<file path="config.mk">
export PLATFORM = sky130hd
export DESIGN_NAME = int_arb
export DESIGN_NICKNAME = d
export VERILOG_FILES = /design/src/int_arb_pkg.sv /design/src/int_arb.sv
export SDC_FILE = /design/constraint.sdc
export NUM_CORES = 1
export LEC_CHECK = 0
export BUFFER_PORTS_ARGS = -buffer_cell sky130_fd_sc_hd__buf_2
export CAP_MARGIN = 20
export CORE_MARGIN = 2
export CORE_UTILIZATION = 30
export CTS_CLUSTER_DIAMETER = 120
export DETAILED_ROUTE_END_ITERATION = 8
export GPL_TIMING_DRIVEN = 0
export PLACE_DENSITY = 0.58
export SLEW_MARGIN = 5
export SYNTH_ARGS = -nofsm -noshare
export SYNTH_HDL_FRONTEND = slang
export SYNTH_SLANG_ARGS = --single-unit
</file>
<file path="constraint.sdc">
create_clock -name mclk -period 2.8 [get_ports mclk]
set_clock_uncertainty 0.1 [all_clocks]
set_input_delay 0.42 -clock mclk [delete_from_list [all_inputs] [get_ports mclk]]
set_output_delay 0.42 -clock mclk [all_outputs]
set_load 0.02 [all_outputs]
</file>
<file path="src/int_arb_pkg.sv">
/*
  Shared constants for the interrupt arbitration and low-power sequencer.
  Assumes a single bus clock domain and one-hot style request vectors.
*/
package int_arb_pkg;
  // Number of hardware request sources (priority 1 upward)
  localparam int          NUM_SRC      = 11;
  // Width of the winning-source code
  localparam int          CODE_W       = 4;
  // Code for the software interrupt, priority level zero
  localparam logic [3:0]  CODE_SWI     = 4'h0;
  // Code shown when nothing is latched
  localparam logic [3:0]  CODE_NONE    = 4'hF;
  // Width of the program counter
  localparam int          PC_W         = 16;
  // Return address offset for hardware requests
  localparam logic [15:0] HW_PC_ADJ    = 16'h0001;
  // Number of stacked bytes (CCR, A, X, PCH, PCL)
  localparam logic [2:0]  STACK_BYTES  = 3'h5;
endpackage : int_arb_pkg

</file>
<file path="src/int_arb.sv">
/*
  Interrupt arbitration and exception sequencing with low-power control.
  Assumes the core signals instruction boundaries, low-power opcodes,
  software interrupt and return from interrupt as one-cycle pulses on mclk,
  and that peripheral requests are already synchronous to mclk.
*/
`timescale 1ns/1ns
`default_nettype none

module int_arb
  import int_arb_pkg::*;
#(
  parameter int NSRC = int_arb_pkg::NUM_SRC
)
(
  // Clock, reset, enable
  input  wire  logic                          mclk,
  input  wire  logic                          rst,
  input  wire  logic                          ce,
  // Peripheral requests and their enables
  input  wire  logic [NSRC-1:0]               irq_req,
  input  wire  logic [NSRC-1:0]               irq_en,
  // Core events
  input  wire  logic                          insn_done,
  input  wire  logic                          swi_exec,
  input  wire  logic                          rti_exec,
  input  wire  logic                          wait_exec,
  input  wire  logic                          stop_exec,
  input  wire  logic [int_arb_pkg::PC_W-1:0]  program_counter,
  // Exception controls to the core
  output logic                                take_exc,
  output logic [int_arb_pkg::CODE_W-1:0]      vector_code,
  output logic [int_arb_pkg::PC_W-1:0]        stack_pc,
  output logic                                stack_regs,
  output logic                                stack_hreg,
  output logic                                imask,
  output logic                                restore_regs,
  output logic                                prefetch_op,
  output logic                                core_clk_en,
  output logic                                stop_mode
);
  import int_arb_pkg::*;

  // Codes 1..NSRC must stay clear of the idle code; refused at elaboration
  if (NSRC < 1 || NSRC > 14)
  begin : g_nsrc_bad
    $error("NSRC must be 1..14 to fit the code width");
  end

  typedef enum logic [1:0]
  {
    ST_RUN   = 2'b00,
    ST_WAIT  = 2'b01,
    ST_STOP  = 2'b10
  } pwr_e;

  // Lowest-index pending source; index 0 is level 1
  function automatic logic [3:0] pick(input logic [NSRC-1:0] v);
    logic [3:0] r;
    r = CODE_NONE;
    for (int i = NSRC - 1; i >= 0; i--)
      if (v[i])
        r = 4'(i + 1);
    return r;
  endfunction

  pwr_e                 pwr_reg, pwr_next;       // Low-power state
  logic                 imask_reg, imask_next;   // Global mask
  logic                 take_reg, take_next;     // Exception pulse
  logic [3:0]           code_reg, code_next;     // Latched winner
  logic [PC_W-1:0]      spc_reg, spc_next;       // Stacked address
  logic                 rest_reg, rest_next;     // Restore pulse
  logic                 pref_reg, pref_next;     // Prefetch pulse
  logic [NSRC-1:0]      active;                  // Enabled and pending
  logic [3:0]           winner;                  // Arbitration result
  logic                 wake;                    // Low-power exit cause

  assign active = irq_req & irq_en;
  assign winner = pick(active);
  // Any enabled request wakes; mask was cleared on entry anyway
  assign wake   = |active;

  // Next-state computation for sequencing
  always_comb
  begin
    pwr_next   = pwr_reg;
    imask_next = imask_reg;
    take_next  = 1'b0;
    code_next  = code_reg;
    spc_next   = spc_reg;
    rest_next  = 1'b0;
    pref_next  = 1'b0;
    case (pwr_reg)
      ST_RUN:
      begin
        if (swi_exec)
        begin
          take_next  = 1'b1;
          code_next  = CODE_SWI;
          spc_next   = program_counter;
          imask_next = 1'b1;
        end
        else if (rti_exec)
        begin
          rest_next  = 1'b1;
          pref_next  = 1'b1;
          imask_next = 1'b0;
          if (wake)
          begin
            take_next  = 1'b1;
            code_next  = winner;
            spc_next   = program_counter - HW_PC_ADJ;
            imask_next = 1'b1;
          end
        end
        else if (wait_exec || stop_exec)
        begin
          imask_next = 1'b0;
          pwr_next   = stop_exec ? ST_STOP : ST_WAIT;
        end
        else if (insn_done && !imask_reg && wake)
        begin
          take_next  = 1'b1;
          code_next  = winner;
          spc_next   = program_counter - HW_PC_ADJ;
          imask_next = 1'b1;
        end
      end
      ST_WAIT, ST_STOP:
      begin
        if (wake)
        begin
          pwr_next   = ST_RUN;
          take_next  = 1'b1;
          code_next  = winner;
          spc_next   = program_counter - HW_PC_ADJ;
          imask_next = 1'b1;
        end
      end
      default:
        pwr_next = ST_RUN;
    endcase
  end

  // Registers; reset acts at once, outside arbitration
  // reset overrides all
  always_ff @(posedge mclk or posedge rst)
  begin
    if (rst)
    begin
      pwr_reg   <= ST_RUN;
      imask_reg <= 1'b1;
      take_reg  <= 1'b0;
      code_reg  <= CODE_NONE;
      spc_reg   <= '0;
      rest_reg  <= 1'b0;
      pref_reg  <= 1'b0;
    end
    else if (ce)
    begin
      pwr_reg   <= pwr_next;
      imask_reg <= imask_next;
      take_reg  <= take_next;
      code_reg  <= code_next;
      spc_reg   <= spc_next;
      rest_reg  <= rest_next;
      pref_reg  <= pref_next;
    end
  end

  assign vector_code  = code_reg;
  assign take_exc     = take_reg;
  assign stack_pc     = spc_reg;
  assign stack_regs   = take_reg;
  assign stack_hreg   = 1'b0;
  assign imask        = imask_reg;
  assign restore_regs = rest_reg;
  assign prefetch_op  = pref_reg;
  assign core_clk_en  = (pwr_reg == ST_RUN);
  assign stop_mode    = (pwr_reg == ST_STOP);

  AST_MASK_BLOCK: assert property (@(posedge mclk) disable iff (rst)
    (ce && pwr_reg == ST_RUN && imask_reg && insn_done && !swi_exec
     && !rti_exec) |=> !take_reg)
    else $error("hardware request taken while masked");
  AST_SWI_TAKE: assert property (@(posedge mclk) disable iff (rst)
    (ce && pwr_reg == ST_RUN && swi_exec) |=> take_reg && code_reg == CODE_SWI)
    else $error("software interrupt not taken");
  AST_SWI_PC: assert property (@(posedge mclk) disable iff (rst)
    (ce && pwr_reg == ST_RUN && swi_exec)
    |=> stack_pc == $past(program_counter))
    else $error("software return address wrong");
  AST_HW_PC: assert property (@(posedge mclk) disable iff (rst)
    (take_reg && code_reg != CODE_SWI && $past(ce) && $past(pwr_reg) == ST_RUN
     && !$past(rti_exec))
    |-> stack_pc == $past(program_counter) - HW_PC_ADJ)
    else $error("hardware return address wrong");
  AST_ENTRY_MASK: assert property (@(posedge mclk) disable iff (rst)
    take_reg |-> imask_reg)
    else $error("mask not set on entry");
  AST_LP_MASK: assert property (@(posedge mclk) disable iff (rst)
    (ce && pwr_reg == ST_RUN && !swi_exec && !rti_exec && wait_exec)
    |=> !imask_reg && !core_clk_en)
    else $error("wait did not clear mask or halt");
  AST_LP_STAY: assert property (@(posedge mclk) disable iff (rst)
    (ce && pwr_reg != ST_RUN && !wake) |=> pwr_reg == $past(pwr_reg))
    else $error("low power left without interrupt");
  AST_RTI_PREF: assert property (@(posedge mclk) disable iff (rst)
    (ce && pwr_reg == ST_RUN && !swi_exec && rti_exec)
    |=> prefetch_op && restore_regs)
    else $error("return did not prefetch");
  AST_PRIO: assert property (@(posedge mclk) disable iff (rst)
    (ce && pwr_reg == ST_RUN && !imask_reg && insn_done && !swi_exec
     && !rti_exec && !wait_exec && !stop_exec && wake)
    |=> code_reg == $past(winner))
    else $error("winner not latched");
  AST_NO_H: assert property (@(posedge mclk) disable iff (rst)
    !stack_hreg)
    else $error("high index stacked");

endmodule // int_arb

`default_nettype wire

</file>
# --- Word-level counts from Yosys, hierarchy flattened ---
# Index checks and enable logic that the tools add are counted.
totals:
  register_bits: 25
  wordCells: 72
  in_bits: 46
  output_inout_bits: 28
classes:
  mux: 44
  bitwise: 1
  eq_ne: 9
  n_addsub: 1
  reduce_logical: 11
op_table:
  columns: ["operator", "count"]
  rows:
  - ["two-way mux 16 bit", 5]
  - ["two-way mux 4 bit", 15]
  - ["one-hot mux 16 bit (2 select lines)", 1]
  - ["subtractor 16 x 1 -> 16 bit, second input constant", 1]
  - ["two-way mux 1 bit", 13]
  - ["AND 11 bit", 1]
  - ["OR reduction 11 bit", 1]
  - ["two-way mux 2 bit", 5]
  - ["one-hot mux 4 bit (2 select lines)", 1]
  - ["AND reduction 4 bit", 2]
  - ["!= test 2 bit, second input constant", 3]
  - ["!= test 5 x 3 -> 1 bit, second input constant", 1]
  - ["AND reduction 5 bit", 1]
  - ["!= test 4 x 3 -> 1 bit, second input constant", 1]
  - ["!= test 4 bit, second input constant", 1]
  - ["one-hot mux 1 bit (2 select lines)", 2]
  - ["one-hot mux 2 bit (2 select lines)", 1]
  - ["two-way mux 3 bit", 1]
  - ["equality test 2 x 1 -> 1 bit, second input constant", 1]
  - ["equality test 2 bit, second input constant", 1]
  - ["logical AND 1 bit", 2]
  - ["zero test 2 bit", 1]
  - ["!= test 2 x 1 -> 1 bit, second input constant", 1]
  - ["nonzero test 2 bit", 1]
  - ["3 further kinds", 3]

# --- Depth between registers and ports, before layout ---
# Gate-level depths: netlist of run 1.
depth:
  ltp_word: 17
  depth_mapped: 9

# --- Worst setup path before layout of run 1 ---
# Ideal clock, no wire load.
synth_path:
  path_type: "flip-flop to flip-flop"
  startpoint: "register pwr_reg[0]"
  endpoint: "register spc_reg[4], in the netlist stack_pc[4]"
  path_buffers: 2
  t_required_ns: 2.549
  synth_period_minus_slack_ns: 2.300
  setup_slack_ns: 0.500
  t_arrival_ns: 2.050
  stages_incl_launch_ff: 9
  path_cell_list: "dfrtp_1 > inv_1 > ha_1 > inv_1 > o41ai_1 > a31o_2 > buf_2 > buf_1 > a32oi_1"
synth_via:
  elab_cells_between_ends: 9
synth_rtl:
  columns: ["element", "line_no", "source"]
  rows:
  - ["start: declaration", "int_arb.sv:67", "pwr_e pwr_reg, pwr_next;"]
  - ["start signal: assignment", "int_arb.sv:161", "pwr_reg <= pwr_next;"]
  - ["zero test 2 bit *", null, null]
  - ["named net core_clk_en", "int_arb.sv:39", "output logic core_clk_en,"]
  - ["!= test 4 x 3 -> 1 bit (no line) (tied with other cells)", null, null]
  - ["AND reduction 4 bit (no line)", null, null]
  - ["end signal: assignment", "int_arb.sv:165", "spc_reg <= spc_next;"]
  - ["end: declaration", "int_arb.sv:71", "logic [PC_W-1:0] spc_reg, spc_next;"]
# Mark *: on every way through the listed nets, which the timed path passes. The rest lies on a longest branch.
# A chain may end at the register's enable or synchronous reset.

# --- Worst setup path in the final report of run 1 ---
layout_path:
  startpoint: "register pwr_reg[0]"
  endpoint: "register spc_reg[2], in the netlist stack_pc[2]"
layout_via:
  elab_chain_len: 4
  elab_cells_between_ends: 9
layout_lines:
  columns: ["element", "line_no", "source"]
  rows:
  - ["equality test 2 bit / equality test 2 x 1 -> 1 bit (equally long branches)", "int_arb.sv:93", "case (pwr_reg)"]
  - ["OR reduction 2 bit", "int_arb.sv:93", null]
  - ["nonzero test 2 bit (no line)", null, null]
  - ["AND reduction 4 bit (no line)", null, null]
# Several ways; a longest one is shown, not always the timed one.

==> summary.txt, run 1 <==
GRT
  • Total GRT Usage: between 10% and 20%
  • Vias in the first global route: 1603
  • Grt met1 use: 20.6%
  • Initial antenna violation count: 0
  • Grt total ovfl: 0
  • First-pass GRT wire length: ~7.3 mm
  • Top Usage Layer GRT: met2
  • Grt met3 use: 1.72%
  • Largest net degree at the start of global routing: 26
  • Met2 global-route usage: a little under a quarter

Die
  • Initial Utilization: a little under a third
  • Die Y: 78.5 um
  • Io pins: 74
  • Core ar.: 5440 um2
  • Die Span X: 78.5 um
  • Die Area: 6170 um2
  • FP Rows: 27

Clock tree
  • CTS Buffer Depth: 2
  • Clock transition at path regs: 0.09 ns
  • H-tree depth: 1
  • Postcts setup bufs: 0
  • CTS Sinks: 25
  • Total CTS buffers: 3
  • Clk_lat worst skew: roughly 0.27 ns
  • Clock root cell: clkbuf_8
  • CTS tree: built

Power
  • Pwr Density: between 700 and 800 nW/um2
  • Peak VDD IR: 0.343 mV
  • Power Total: around 0.0017 W
  • Static Leak: between 1 and 1.5 nW

Route
  • Vias per inst: 4.91
  • Remaining antenna violation count: 0
  • Initial DRT Pass Iterations: 4
  • Final wirelength: between 4 and 5 mm
  • Vias: roughly 1700
  • Drc violations: 0
  • DR WL/cell: approximately 13 um
  • Iter 0 DRT Violations: 42

STA
  • Post-route minimum period: about 2.4 ns
  • Pins Over Slew Limit: 0
  • Setup violators final: 0
  • Part of the cycle the worst path needs: 84.9%
  • PnR worst setup slack: 0.423 ns
  • TNS Setup: 0 ns
  • Worst-Margin Slew: 0.572 ns
  • Fmax: about 420 MHz
  • Final Hold Fails: 0
  • Unrepaired setup endpoints after global routing: false
  • Worst relative slew slack: approximately 60%

Critical path
  • RR Endpoint: stack_pc[2]
  • WP data arrival: roughly 2.4 ns
  • Startpoint Class: register
  • CP Capture Type: register
  • R2R setup slack: 0.42 ns
  • Crit Path Class: register to register
  • Reg-to-Reg Start: pwr_reg[0]
  • Crit Path Max Fanout: 19
  • Critical Path RT: 2.83 ns
  • R2R depth: 8

Placement
  • Worst slack at placement: around 0.2 ns
  • Placer Congestion: roughly 0.82
  • Number of port buffers: 70
  • Dpl hpwl: between 3 and 4 mm
  • Placement Cell Area: about 2100 um2

Yosys
  • Cell taking the most area after synthesis: dfrtp_1
  • Sequential fraction of the synthesis area: a little under two fifths
  • Top-area cell type share of the netlist area: between 30% and 40%
  • Register bit count reported by yosys: 25
  • Yosys cell types: between 40 and 50
  • Area contributors post-synth: dfrtp_1 30%, dfstp_2 7.9%, nand2_1 5.6%
  • Post-Syn Area per Cell: approximately 8.7 um2
  • Synth warn: 0
  • Cell area after synthesis: 1670 um2
  • Post-synthesis cell count: 192
  • Syn Nets: 242

Status
  • Outcome: complete, no violations

Cells and area
  • # diodes: 0
  • Final design utilization: between 30 and 40%
  • Design area: ~2200 um2
  • Max reg flops: 16
  • Share of cells above drive strength 1: 33.7%
  • Fill count: around 570
  • Final nets: 318
  • Layout area overhead: 30.2%

Job
  • Max_cap viols: 0

Hold path
  • Hold Crit Class: input port to asynchronous set/reset pin
## cells in the mapped netlist, drive strengths merged
master   count
nand2       25
dfrtp       20
o21ai       18
inv         12
nor2        12
nor3         8
xor2         6
a22o         5
buf          5
dfstp        5
nand3        5
a32o         4
a32oi        4
ha           4
nand2b       4
nor2b        4
xnor2        4
clkbuf       3
mux2i        3
o211ai       3
o31ai        3
or3          3
a21oi        2
a22oi        2
a31oi        2
and3         2
nand4b       2
nor4         2
nor4b        2
o21a         2
o22ai        2
or4          2
a2111oi      1
a221o        1
a221oi       1
a222oi       1
a311oi       1
a31o         1
and2         1
and2b        1
conb         1
nor3b        1
o311a        1
o41ai        1
## worst max path at each step
stage | from | end | slack [ns] | cells past startpoint
2_1_floorplan | pwr_reg[0] | stack_pc[4] | 0.50 | 8
3_3_place_gp | pwr_reg[1] | stack_pc[7] | 0.17 | 7
3_5_place_dp | pwr_reg[0] | stack_pc[7] | 0.20 | 9
4_1_cts | pwr_reg[0] | stack_pc[7] | 0.20 | 9
5_1_grt | pwr_reg[0] | stack_pc[2] | 0.11 | 8
6_report | pwr_reg[0] | stack_pc[2] | 0.42 | 8
## what timing repair did
action                     in CTS  in global routing
hold buffers                    0                  0
setup endpoints to repair       0                 10
gates resized for setup         0                  0
## critical path, cell delays in order, from the launching register on
cell,delay (ns)
dfrtp_1,0.39
inv_1,0.10
ha_1,0.30
inv_1,0.11
o41ai_1,0.48
a31o_2,0.19
buf_2,0.33
nor2b_1,0.18
a21oi_1,0.05
## metal layers
layer / wire [um] / up-vias / share of wire [%]
met5: 0 / - / 0
met4: 30 / 0 / 0.68
met3: 185 / 2 / 4.2
met2: 2020 / 32 / 46
met1: 2140 / 774 / 49
li1: - / 858 / -
## metrics by stage
step,instances,hold slack (ns)
finish,339,0.0628
detailed placement,335,0.366
CTS,339,0.283
global placement,334,0.358
floorplan,192,0.344
global route,339,0.102
## cells by family (layout without fill, tap and decap cells)
group,Yosys count,count (layout),synth area share (%)
DFF,25,25,37.9
xor gates and xnor gates,10,10,5.26
adders and majority gates,4,4,3.00
other,1,1,0.225
buffers and inverters,20,95,5.25
and+or+nand+nor,74,74,22.7
AOI/OAI and AO/OA,55,55,23.8
muxes,3,3,1.80
## cells in the final DEF, fill, tap and decap left out, types with 2 or more instances in the layout
master / n
or3_1: 2
nand2_1: 25
buf_4: 3
o21ai_0: 17
and3_1: 2
a32o_1: 4
nand4b_1: 2
a21oi_1: 2
ha_1: 4
a32oi_1: 4
o22ai_1: 2
clkbuf_8: 3
buf_2: 72
a22oi_1: 2
mux2i_1: 3
nand2b_1: 4
o21a_1: 2
nand3_1: 5
a31oi_1: 2
a22o_1: 5
nor4_1: 2
nor4b_1: 2
nor3_1: 8
nor2b_1: 4
xnor2_1: 4
clkbuf_1: 3
xor2_1: 6
nor2_1: 12
o211ai_1: 3
inv_1: 12
o31ai_1: 3
dfstp_2: 5
dfrtp_1: 20
## where the power goes
part	total, W	switching, W	internal [W]
Sequential	0.000599	0.0000772	0.000522
Combinational	0.000915	0.000575	0.000340
Clock	0.000221	0.000121	0.0000997
## area by class of cell
cell class                      count  area (um2)  area share, %
Sequential cell                    25         632           29.1
Inverter                           12        45.0           2.08
Tap cell                           72        90.1           4.15
Multi-Input combinational cell    147         947           43.7
Buffer                              7        38.8           1.79
Timing Repair Buffer               72         370           17.1
Clock buffer                        3        41.3           1.90
Clock inverter                      1        5.00          0.231
Power figures use the tool's default switching activity.
==> run 2: changes to the inputs <==
PLACE_DENSITY = 0.6   (was 0.58)
clock period = 1.96 ns   (was 2.8 ns; I/O delays follow)
==> run 2 against run 1 <==
Against the previous run:
- the flow now finishes with violations (negative setup slack)
- combinational power grew 84%
- register-to-register slack lost 0.41 ns
- non-clock buffer count grew 14
- via count grew 6.1%
- highest routed layer unchanged
- worst setup slack lost 0.44 ns
- final cell count grew 4.1%
- core utilization grew 5.7 points
- sequential power grew 45%
==> summary.txt, run 2 (synthesis gave the netlist of run 1 again) <==
Status
  • Failing checks: negative setup slack
  • Outcome: finished with violations

STA
  • Final Hold Fails: 0
  • Worst relative slew slack: between 60% and 70%
  • Setup violators final: 1
  • TNS Setup: -0.0166 ns
  • Part of the cycle the worst path needs: 101%
  • Fmax: 506 MHz
  • Post-route minimum period: between 1.5 and 2 ns
  • Fin Hold WS: ~0.18 ns
  • Pins Over Slew Limit: 0
  • Worst-Margin Slew: between 0.5 and 0.6 ns
  • Unrepaired setup endpoints after global routing: true
  • PnR worst setup slack: -0.0166 ns

Die
  • FP Rows: 27
  • Die Area: roughly 6000 um2
  • Core ar.: 5440 um2
  • Die Y: 78.5 um
  • Die Span X: ~79 um
  • Initial Utilization: just over 30%
  • Io pins: 74

Placement
  • Placer Congestion: just over 0.8
  • Number of port buffers: 70
  • Dpl hpwl: about 3.4 mm

Power
  • Static Leak: roughly 1.1 nW
  • Peak VDD IR: about 0.47 mV
  • Pwr Density: approximately 1200 nW/um2

GRT
  • First-pass GRT wire length: between 7 and 8 mm
  • Total GRT Usage: roughly 15%
  • Vias in the first global route: around 1600
  • Largest net degree at the start of global routing: 26
  • Grt total ovfl: 0
  • Initial antenna violation count: 0

Clock tree
  • CTS tree: built
  • Clk_lat worst skew: ~0.26 ns
  • H-tree depth: 1
  • CTS Sinks: 25
  • CTS Buffer Depth: 2
  • Total CTS buffers: 3
  • Clock transition at path regs: ~0.10 ns
  • Clock root cell: clkbuf_8

Route
  • Remaining antenna violation count: 0
  • Vias per inst: about 5
  • Final wirelength: ~4.8 mm
  • DR WL/cell: around 13 um
  • Drc violations: 0
  • Iter 0 DRT Violations: 86
  • Initial DRT Pass Iterations: 4
  • Vias: 1767

Critical path
  • WP data arrival: around 2.1 ns
  • Crit Path Class: input port to register
  • Crit Path Max Fanout: 3
  • CP Capture Type: register
  • Critical Path RT: just over 2 ns
  • R2R setup slack: around 0.01 ns
  • Startpoint Class: input port

Cells and area
  • Max reg flops: 16
  • Most common cell after layout, fill and taps aside: buf_2
  • Most frequent cells in the layout: 69 x buf_2, 24 x nand2_1, 20 x dfrtp_1, 15 x buf_4, 10 x o21ai_0
  • Fill count: 566
  • Share of cells above drive strength 1: a little under half
  • Area of the multi-input gates: approximately 1100 um2
  • Sequential Area: approximately 630 um2
  • Final nets: 332
  • Layout area overhead: 48.8%
  • # diodes: 0

Job
  • Max_cap viols: 0

Hold path
  • Hold Crit Class: input port to register
==> run 2: changes by cell type in the layout (fill, tap and decap cells not counted), sizes merged <==
cell,delta
buf,+12
dlygate4sd3,+1
clkbuf,+1
==> run 2: worst paths after layout <==
path | to | startpoint | cells after the start
worst max-delay path | stack_pc[12] | program_counter[6] | 6
worst min-delay path | stack_regs | ce | 2
worst max register to register | stack_pc[0] | pwr_reg[1] | 7
worst min register to register | stack_pc[14] | stack_pc[14] | 2
max in group asynchronous | vector_code[3] | rst | 4
min in group asynchronous | stack_pc[5] | rst | 3
==> run 2: final cells by class <==
cell class	instances	share of cell area (%)
plain buffers	8	2.72
clock buffers	3	1.66
clock inverters	1	0.202
inverters	12	1.92
multi-input cells	147	44.3
flip-flops and latches	25	25.5
well taps	72	3.63
repair buffers	85	20.0
==> run 2: timing repair <==
action / in CTS / in global routing
hold buffers: 0 / 1
pin swaps: 2 / 12
resized for setup: 23 / 26
gates cloned: 0 / 1
endpoints found under the hold margin: 0 / 11
setup buffers: 2 / 10
setup endpoints to repair: 18 / 20
==> run 2: power by group <==
group	switching, W	internal [W]
clock	0.000176	0.000142
sequential	0.000120	0.000746
combinational	0.000959	0.000716
total	0.00126	0.00160
==> run 2: critical path: stages <==
cell	delay, ns
buf_2	0.12
or4_4	0.52
or3_4	0.34
or4_1	0.50
o21a_1	0.20
o21ai_2	0.09
==> run 2: per-stage QoR <==
step	instance area [um2]	total power (W)	cells	setup WS, ns	util, %
2_1_floorplan	1690	0.00182	192	-0.124	-
4_1_cts	2290	0.00270	340	0.00305	42.1
3_3_place_gp	2130	0.00224	334	-0.308	39.2
6_report	2480	0.00286	353	-0.0166	45.6
3_5_place_dp	2130	0.00225	334	-0.343	39.2
5_1_grt	2480	0.00308	353	-0.0657	45.6
==> run 2: per-layer routing <==
layer	vias up	GRT usage, %	part of all wire, %
met1	842	20.6	47
met3	2	1.61	4.4
li1	881	-	-
met2	42	24.1	48
met5	-	0	0
met4	0	3.33	0.63
